File: src/verilog/tfd_pkg.sv
package tfd_pkg;
    // Register byte addresses
    localparam logic [11:0] ADDR_POWER = 12'h000;
    localparam logic [11:0] ADDR_MODE = 12'h004;
    localparam logic [11:0] ADDR_PERIOD = 12'h008;
    localparam logic [11:0] ADDR_COUNT = 12'h00C;
    localparam logic [11:0] ADDR_TRIG = 12'h010;
    localparam logic [11:0] ADDR_STATUS = 12'h014;
    localparam logic [11:0] ADDR_OUTCTL = 12'h018;
    // Mode register fields
    localparam int MODE_START_SEL_BIT = 0;
    localparam int MODE_EDGE_LSB = 1;
    // Edge select codes
    localparam logic [1:0] EDGE_RISE = 2'h0;
    localparam logic [1:0] EDGE_FALL = 2'h1;
    localparam logic [1:0] EDGE_BOTH = 2'h2;
    // Trigger register fields
    localparam int TRIG_START_BIT = 0;
    localparam int TRIG_STOP_BIT = 1;
    // Output control fields
    localparam int OUT_LEVEL_BIT = 0;
    localparam int OUT_ENABLE_BIT = 1;
    localparam int OUT_MODE_BIT = 2;
    localparam int OUT_POL_BIT = 3;
    // Reset values and the counter's zero compare value
    localparam logic [15:0] PERIOD_RST = 16'h0000;
    localparam logic [15:0] COUNT_RST = 16'h0000;
    localparam logic [2:0] MODE_RST = 3'h0;
    localparam logic [15:0] COUNT_ZERO = 16'h0000;
endpackage

File: src/verilog/tfd_top.sv
// Notes on behaviour
// Single channel: input pin in, output pin out
// Single edge: fout = fin / (2*(period+1))
// Both edges: fout about fin/(period+1)
// Count register counts down
// First valid edge after start loads period
// Start select 0: load gives no event
// Start select 1: load toggles and interrupts
// Decrement per edge; at zero toggle, reload
// Interrupt pulses with every zero toggle
// Output period jitters by one clock
// New period used from next reload
// Start trigger sets run status, self-clears
// Stop trigger halts, counter holds value
// Stopping leaves output level unchanged
// Stopped, enabled: pin shows level bit
// Software keeps mode fixed while running
// Software sets master mode before start
// Power off: registers other than power ignore all access
// Power off resets channel and output
// Mode selects rising, falling or both
// Input synchronised, one event per edge
`timescale 1ns/10ps
module tfd_top
(
    // Clock and reset
    input wire logic ref_clk,
    input wire logic sys_rst,
    // APB slave
    input wire logic psel,
    input wire logic penable,
    input wire logic pwrite,
    input wire logic [11:0] paddr,
    input wire logic [31:0] pwdata,
    output logic [31:0] prdata,
    output logic pready,
    output logic pslverr,
    // Link pins
    input wire logic divider_input_pin,
    output logic divided_output,
    output logic divided_output_oe,
    output logic channel_interrupt
);
    logic unit_power_enable_r;
    logic [2:0] channel_mode_reg_r;
    logic [15:0] period_data_reg_r;
    logic [15:0] channel_down_counter_r;
    logic channel_run_status_r;
    logic loaded_r;
    logic out_level_r;
    logic output_enable_bit_r;
    logic output_mode_bit_r;
    logic output_polarity_bit_r;
    logic sync1_r;
    logic sync2_r;
    logic prev_r;
    logic pin_out_r;
    logic pin_oe_r;
    logic irq_r;
    logic [31:0] prdata_r;
    logic pready_r;
    logic pslverr_r;

    logic access;
    logic wr;
    logic known;
    logic rise;
    logic fall;
    logic valid_edge;
    logic start_sel;
    logic [1:0] edge_sel;
    logic start_trig;
    logic stop_trig;
    logic zero_event;
    logic load_event;
    logic toggle;

    assign access = psel && penable && !pready_r;
    assign wr = access && pwrite;
    assign known = paddr == tfd_pkg::ADDR_POWER
        || paddr == tfd_pkg::ADDR_MODE
        || paddr == tfd_pkg::ADDR_PERIOD
        || paddr == tfd_pkg::ADDR_COUNT
        || paddr == tfd_pkg::ADDR_TRIG
        || paddr == tfd_pkg::ADDR_STATUS
        || paddr == tfd_pkg::ADDR_OUTCTL;
    assign start_sel = channel_mode_reg_r[tfd_pkg::MODE_START_SEL_BIT];
    assign edge_sel = channel_mode_reg_r[tfd_pkg::MODE_EDGE_LSB +: 2];
    // Triggers are write strobes only, so they read back zero
    assign start_trig = wr && unit_power_enable_r
        && paddr == tfd_pkg::ADDR_TRIG
        && pwdata[tfd_pkg::TRIG_START_BIT];
    assign stop_trig = wr && unit_power_enable_r
        && paddr == tfd_pkg::ADDR_TRIG
        && pwdata[tfd_pkg::TRIG_STOP_BIT];

    // Edge detect on the second stage only
    assign rise = sync2_r && !prev_r;
    assign fall = !sync2_r && prev_r;
    always_comb
    begin
        unique case (edge_sel)
            tfd_pkg::EDGE_RISE: valid_edge = rise;
            tfd_pkg::EDGE_FALL: valid_edge = fall;
            default: valid_edge = rise || fall;
        endcase
    end

    // Counting only while running; stop wins over a same-cycle edge
    assign load_event = channel_run_status_r && !stop_trig
        && valid_edge && !loaded_r;
    assign zero_event = channel_run_status_r && !stop_trig
        && valid_edge && loaded_r
        && channel_down_counter_r == tfd_pkg::COUNT_ZERO;
    assign toggle = zero_event || (load_event && start_sel);

    // Input synchroniser; sampling costs up to one clock of jitter
    always_ff @(posedge ref_clk or posedge sys_rst)
    begin
        if (sys_rst)
        begin
            sync1_r <= 1'b0;
            sync2_r <= 1'b0;
            prev_r <= 1'b0;
        end
        else
        begin
            sync1_r <= divider_input_pin;
            sync2_r <= sync1_r;
            prev_r <= sync2_r;
        end
    end

    // Unit power enable: clearing it resets the whole channel
    always_ff @(posedge ref_clk or posedge sys_rst)
    begin
        if (sys_rst)
            unit_power_enable_r <= 1'b0;
        else if (wr && paddr == tfd_pkg::ADDR_POWER)
            unit_power_enable_r <= pwdata[0];
    end

    // Configuration registers
    always_ff @(posedge ref_clk or posedge sys_rst)
    begin
        if (sys_rst)
        begin
            channel_mode_reg_r <= tfd_pkg::MODE_RST;
            period_data_reg_r <= tfd_pkg::PERIOD_RST;
            out_level_r <= 1'b0;
            output_enable_bit_r <= 1'b0;
            output_mode_bit_r <= 1'b0;
            output_polarity_bit_r <= 1'b0;
        end
        else if (!unit_power_enable_r)
        begin
            channel_mode_reg_r <= tfd_pkg::MODE_RST;
            period_data_reg_r <= tfd_pkg::PERIOD_RST;
            out_level_r <= 1'b0;
            output_enable_bit_r <= 1'b0;
            output_mode_bit_r <= 1'b0;
            output_polarity_bit_r <= 1'b0;
        end
        else
        begin
            if (wr && paddr == tfd_pkg::ADDR_MODE)
                channel_mode_reg_r <= pwdata[2:0];
            // Held here; the counter only picks it up on reload
            if (wr && paddr == tfd_pkg::ADDR_PERIOD)
                period_data_reg_r <= pwdata[15:0];
            if (wr && paddr == tfd_pkg::ADDR_OUTCTL)
            begin
                output_enable_bit_r <= pwdata[tfd_pkg::OUT_ENABLE_BIT];
                output_mode_bit_r <= pwdata[tfd_pkg::OUT_MODE_BIT];
                output_polarity_bit_r <= pwdata[tfd_pkg::OUT_POL_BIT];
            end
            // Hardware toggle wins over a same-cycle software write
            if (toggle)
                out_level_r <= !out_level_r;
            else if (wr && paddr == tfd_pkg::ADDR_OUTCTL)
                out_level_r <= pwdata[tfd_pkg::OUT_LEVEL_BIT];
        end
    end

    // Run status and counter
    always_ff @(posedge ref_clk or posedge sys_rst)
    begin
        if (sys_rst)
        begin
            channel_run_status_r <= 1'b0;
            loaded_r <= 1'b0;
            channel_down_counter_r <= tfd_pkg::COUNT_RST;
        end
        else if (!unit_power_enable_r)
        begin
            channel_run_status_r <= 1'b0;
            loaded_r <= 1'b0;
            channel_down_counter_r <= tfd_pkg::COUNT_RST;
        end
        else
        begin
            if (stop_trig)
                channel_run_status_r <= 1'b0;
            else if (start_trig)
                channel_run_status_r <= 1'b1;
            if (start_trig && !stop_trig)
                loaded_r <= 1'b0;
            else if (load_event)
                loaded_r <= 1'b1;
            if (load_event || zero_event)
                channel_down_counter_r <= period_data_reg_r;
            else if (channel_run_status_r && !stop_trig && valid_edge)
                channel_down_counter_r <=
                    channel_down_counter_r - 16'h0001;
        end
    end

    // Pin and interrupt, all from flops
    always_ff @(posedge ref_clk or posedge sys_rst)
    begin
        if (sys_rst)
        begin
            pin_out_r <= 1'b0;
            pin_oe_r <= 1'b0;
            irq_r <= 1'b0;
        end
        else
        begin
            // Pin follows the level bit, stopped or running
            pin_out_r <= out_level_r;
            pin_oe_r <= unit_power_enable_r && output_enable_bit_r;
            irq_r <= unit_power_enable_r && toggle;
        end
    end

    // APB answer: one wait state, always ready on the second access cycle
    always_ff @(posedge ref_clk or posedge sys_rst)
    begin
        if (sys_rst)
        begin
            prdata_r <= 32'h0000_0000;
            pready_r <= 1'b0;
            pslverr_r <= 1'b0;
        end
        else
        begin
            pready_r <= access;
            pslverr_r <= access && !known;
            prdata_r <= 32'h0000_0000;
            if (access && !pwrite && paddr == tfd_pkg::ADDR_POWER)
                prdata_r <= {31'h0, unit_power_enable_r};
            else if (access && !pwrite && unit_power_enable_r)
            begin
                unique case (paddr)
                    tfd_pkg::ADDR_MODE:
                        prdata_r <= {29'h0, channel_mode_reg_r};
                    tfd_pkg::ADDR_PERIOD:
                        prdata_r <= {16'h0, period_data_reg_r};
                    tfd_pkg::ADDR_COUNT:
                        prdata_r <= {16'h0, channel_down_counter_r};
                    tfd_pkg::ADDR_STATUS:
                        prdata_r <= {31'h0, channel_run_status_r};
                    tfd_pkg::ADDR_OUTCTL:
                        prdata_r <= {28'h0, output_polarity_bit_r,
                            output_mode_bit_r, output_enable_bit_r,
                            out_level_r};
                    default:
                        prdata_r <= 32'h0000_0000;
                endcase
            end
        end
    end

    assign prdata = prdata_r;
    assign pready = pready_r;
    assign pslverr = pslverr_r;
    assign divided_output = pin_out_r;
    assign divided_output_oe = pin_oe_r;
    assign channel_interrupt = irq_r;
endmodule // tfd_top

File: config.mk
export PLATFORM = sky130hd
export DESIGN_NAME = tfd_top
export DESIGN_NICKNAME = d
export VERILOG_FILES = /design/src/verilog/tfd_pkg.sv /design/src/verilog/tfd_top.sv
export SDC_FILE = /design/constraint.sdc
export NUM_CORES = 1
export LEC_CHECK = 0
export ABC_AREA = 1
export BUFFER_PORTS_ARGS = -buffer_cell sky130_fd_sc_hd__buf_4
export CORE_MARGIN = 10
export CORE_UTILIZATION = 54
export DETAILED_ROUTE_END_ITERATION = 10
export PLACE_DENSITY_LB_ADDON = 0.15
export SKIP_LAST_GASP = 1
export SYNTH_ARGS = -nofsm -noshare
export SYNTH_HDL_FRONTEND = slang
export SYNTH_SLANG_ARGS = --single-unit
File: constraint.sdc
create_clock -name ref_clk -period 2 [get_ports ref_clk]
set_input_delay 0.1 -clock ref_clk [delete_from_list [all_inputs] [get_ports ref_clk]]
set_output_delay 0.1 -clock ref_clk [all_outputs]
set_load 0.01 [all_outputs]
# Word-level counts from Yosys, hierarchy flattened
# Index checks and enable logic that the tools add are counted.
# totals
ff_bits	82
# classes
n_eq_ne	14
n_mux	26
n_reduce_logical	46
addsub	1
# op_table
operator	count
2-to-1 mux 16 bit	7
one-hot mux 16 bit (5 select lines)	1
equality test 12 x 5 -> 1 bit (second input constant)	3
logical AND 1 bit	26
equality test 12 x 4 -> 1 bit (second input constant)	2
zero test 16 bit	1
subtractor 16 x 1 -> 16 bit (second input constant)	1
2-to-1 mux 1 bit	15
equality test 12 x 3 -> 1 bit (second input constant)	1
zero test 12 bit	1
inequality test 3 x 1 -> 1 bit (second input constant)	4
logical OR 1 bit	9
zero test 1 bit	8
2-to-1 mux 3 bit	2
inequality test 2 x 1 -> 1 bit (second input constant)	3
equality test 2 x 1 -> 1 bit (second input constant)	1
zero test 2 bit	1
one-hot mux 1 bit (2 select lines)	1

# Longest topological paths before layout
# depth
word_depth	14
ltp_mapped	12
mapped_depth_nobuf	11

# Least setup slack after synthesis
# No wires, ideal clock.
# synth_timing
kind	register to register
from	reg sync2_r
to	reg channel_down_counter_r[0]
slack_ns	0.417
n_path_buf	1
synth_period_minus_slack_ns	1.583
arrival_time_ns	1.500
required_ns	1.917
stages_incl_launch_ff	11
path_cell_list	dfrtp_1 > inv_1 > ha_1 > a21oi_1 > nand2_1 > inv_1 > nand2_1 > nor2_2 > buf_6 > nand3_1 > o21ai_0
# synth_between
elab_chain_cells	10
word_cells_on_any_way	13
classes_between	eq/ne: 1; mux: 3; reduce/logical: 9
# synth_lines
element	line	source
from (decl)	tfd_top.sv:55	logic sync2_r;
from (signal assigned)	tfd_top.sv:129	sync2_r <= sync1_r;
zero test 1 bit	tfd_top.sv:99	assign fall = !sync2_r && prev_r;
logical AND 1 bit	tfd_top.sv:99	
logical OR 1 bit	tfd_top.sv:105	default: valid_edge = rise || fall;
one-hot mux 1 bit (2 select lines) *	tfd_top.sv:102	unique case (edge_sel)
logical AND 1 bit *	tfd_top.sv:111, tfd_top.sv:113, tfd_top.sv:212	
logical AND 1 bit	tfd_top.sv:113	&& valid_edge && loaded_r
logical AND 1 bit	tfd_top.sv:114	&& channel_down_counter_r == tfd_pkg::COUNT_ZERO;
logical OR 1 bit	tfd_top.sv:210	if (load_event || zero_event)
2-to-1 mux 16 bit	tfd_top.sv:210	
2-to-1 mux 16 bit	tfd_top.sv:194	else if (!unit_power_enable_r)
to (signal assigned)	tfd_top.sv:198	channel_down_counter_r <= tfd_pkg::COUNT_RST;
to (signal assigned)	tfd_top.sv:211	channel_down_counter_r <= period_data_reg_r;
to (signal assigned)	tfd_top.sv:213	channel_down_counter_r <=
to (decl)	tfd_top.sv:47	logic [15:0] channel_down_counter_r;
# Mark *: on every way between the ends. The rest lies on a longest branch, timed or not.
# A chain may end at the register's enable or synchronous reset.

# Worst setup path in the final report
# layout_timing
from	reg sync2_r
to	reg channel_down_counter_r[13]
# The elaborated chain is that of the path after synthesis.

==> results.toml <==
[status]
status = "complete, no violations"

[timing]
maxSlewViolCount = 0
tns_ns = 0
fin_crit_ns = 1.809
post-route-period-util_pct = 90.44
tightest_slew_ns = 0.5269
relSlewSlack_pct = 64.84
grt_setup_unrepaired = "false"
timing.final.hold_violations = 0
finalSetupViolCount = 0
fmax_mhz = 552.9
fin_skew_ns = 0.008655

[synthesis]
yosysTopAreaCellShare_pct = 46.03
ys.flop_type = "dfrtp_1"
synthCells = 445
synthesis.area_um2 = 3588
synth_seq_area_share_pct = 46.03
yosys.area.top_type = "dfrtp_1"
synth.area.top_cells = "dfrtp_1, nand2_1, nand3_1, inv_1, o21ai_0"
synthArstFlopShare_pct = 100.0
ys_types = 34
avgSynthCellArea_um2 = 8.064
synth_edf_count = 0
ys_seq_elements = 66
yosys_warnings = 0

[power]
leakage_uw = 0.002165
peakVddDrop_uv = 494.8
power.density_nw_per_um2 = 885.8

[global_routing]
grt_pass1_vias = 3043
grt_pass1_wl_mm = 14.81
grt_max_degree = 67
grt_overflow = 0
grt_util_all_layers_pct = 18.08
antenna_found_initial = 0

[setup_path]
path_depth = 10
reg2reg_from = "sync2_r$_DFF_PP0_"
crit_arrival_ns = 2.08
cpMaxStageDelayCell = "dfrtp_1"
startpoint_type = "flip-flop"
cp_data_required_time_ns = 2.27
startpoint = "sync2_r$_DFF_PP0_"
endpoint = "channel_down_counter_r[13]$_DFFE_PP0P_"
slowest_delay_ns = 0.37
worstPathCellList = "inv_1, ha_1, a21oi_1, nand2_1, inv_1, nand2_1, nor2_2, buf_12, o21ai_0, o21ai_1"
crit-reg2reg-capture = "channel_down_counter_r[13]$_DFFE_PP0P_"
critPathTopFamily = "flip-flops"
rrSetupSlack_ns = 0.19
worstSetupPathType = "reg2reg"
cp-end-kind = "flip-flop"
crit_buf_inv = 3
cp_max_fo = 16
r2r.worst_path.cells = 10

[routing]
drt_first_pass_iters = 4
drtIter0Drc = 162
drt_wl_total_mm = 9.156
drc = 0
ant_nets = 0
routed-via-count = 3144
wl_per_cell_um = 15.29
viasPerCell = 5.249

[placed_design]
dpl.hpwl_mm = 6.648
place_area_um2 = 4063
gp_congestion = 0.9567
port_buffers = 54
post-place-cells = 575

[cts]
h-tree-depth = 3
cts.clk_slew.worst_paths_ns = 0.07
cts_root_buf = "clkbuf_8"
clkSinkCount = 66
clk_latency_ns = 0.34
cts_tree = "done"
cts_buffers = 9
cts_setup_buffers = 0
cts_max_path_buffers = 2

[floorplan]
io_pins = 87
dieArea_um2 = 10310
rows = 29
die_width_um = 101.5
core-area_um2 = 6386
die_y_um = 101.5
start_util_pct = 56.19

[final_layout]
fin_area_um2 = 4332
fin_cells = 599
fin_nets = 571
area_growth_syn_to_layout_pct = 20.71
final_util_pct = 67.83
antenna_cells = 0
drive_above_1_share_pct = 21.07

[flow_run]
cap_viol_max_count = 0

[worst_hold_path]
hp-class = "in2reg"
synth_stat cells (all sizes together) (2+ instances only):
library cell and number:
a21oi 20, buf 28, clkbuf 2, dfrtp 66
ha 4, inv 60, nand2 101, nand3 54
nand4 5, nor2 35, nor3 6, o211ai 5
o21ai 39, o22ai 3, xnor2 6, xor2 6
routing by layer:
layer	routed length (um)	share of wire (%)	GRT usage [%]
met5	0	0	0
met4	128	1.4	6.967
met3	531	5.8	3.676
met2	4288	47	27.59
met1	4207	46	24.65
how the worst min path moves through the flow:
stage | start | cells after the start | endpoint | slack, ns
2_1_floorplan | divider_input_pin | 0 | sync1_r$_DFF_PP0_ | 0.13
3_3_place_gp | sys_rst | 3 | channel_interrupt$_DFF_PP0_ | 0.20
3_5_place_dp | sys_rst | 3 | prdata[2]$_DFF_PP0_ | 0.20
4_1_cts | pwdata[3] | 3 | output_polarity_bit_r$_DFFE_PP0P_ | 0.004
5_1_grt | pwdata[14] | 3 | period_data_reg_r[14]$_DFFE_PP0P_ | 0.01
6_report | pwdata[11] | 3 | period_data_reg_r[11]$_DFFE_PP0P_ | 0.009
sequential cells by signal, summed over array words and instances, names as in the netlist:
name	cells
output_polarity_bit_r	1
channel_interrupt	1
prev_r	1
divided_output	1
output_enable_bit_r	1
period_data_reg_r	16
out_level_r	1
loaded_r	1
channel_run_status_r	1
unit_power_enable_r	1
pready	1
sync2_r	1
channel_down_counter_r	16
divided_output_oe	1
output_mode_bit_r	1
pslverr	1
sync1_r	1
channel_mode_reg_r	3
prdata	16
per-stage QoR:
| stage | setup WS (ns) | hold WS [ns] | total power, uW |
|---|---|---|---|
| floorplan | 0.2452 | 0.1314 | 2453 |
| global placement | 0.2379 | 0.2036 | 2727 |
| detailed placement | 0.1731 | 0.2036 | 2764 |
| CTS | 0.1636 | 0.004385 | 3832 |
| global route | 0.03151 | 0.009756 | 4079 |
| finish | 0.1913 | 0.009064 | 3837 |
cell families (layout without fill, tap and decap cells):
group	Yosys count	in the layout	share of synthesized area (%)
XOR/XNOR	12	12	2.929
flip-flops	66	66	46.02
AND/OR/NAND/NOR	202	202	25.73
adder cells (fa/ha/maj)	4	4	1.395
AO/OA/AOI/OAI	70	70	11.51
buffers and inverters	90	152	12.31
other	1	16	0.1045
where the power goes:
group	switching, uW	internal, uW	total, uW
registers	159	1490	1650
clock network	484	574	1060
logic	650	484	1130
total	1290	2540	3840
cell type report:
type	instances	area [um2]
Fill cell	559	2054
Sequential cell	66	1652
Multi-Input combinational cell	304	1562
Timing Repair Buffer	76	615.6
Inverter	60	227.7
Clock buffer	13	138.9
Tap cell	77	96.34
Clock inverter	3	40.04
cell usage in the layout (no fill, tap or decap), drive strengths merged, types with 5 or more instances in the layout:
master	instances
dfrtp	66
nand4	5
a21oi	20
o211ai	5
nor3	6
inv	60
xnor2	6
dlygate4sd3	8
clkbuf	13
o21ai	39
xor2	6
nand2	101
nand3	54
buf	68
nor2	35
conb	16
repair_timing:
item | 4_1_cts | 5_1_grt
endpoints found under the setup margin | 0 | 7
hold buffers | 8 | 0
resized for setup | 0 | 2
endpoints found under the hold margin | 73 | 0
tightest hold or removal path, cell delays in order:
cell	delay, ns
buf_4	0.08
nand3_1	0.07
o21ai_0	0.07
Power figures use the tool's default switching activity.
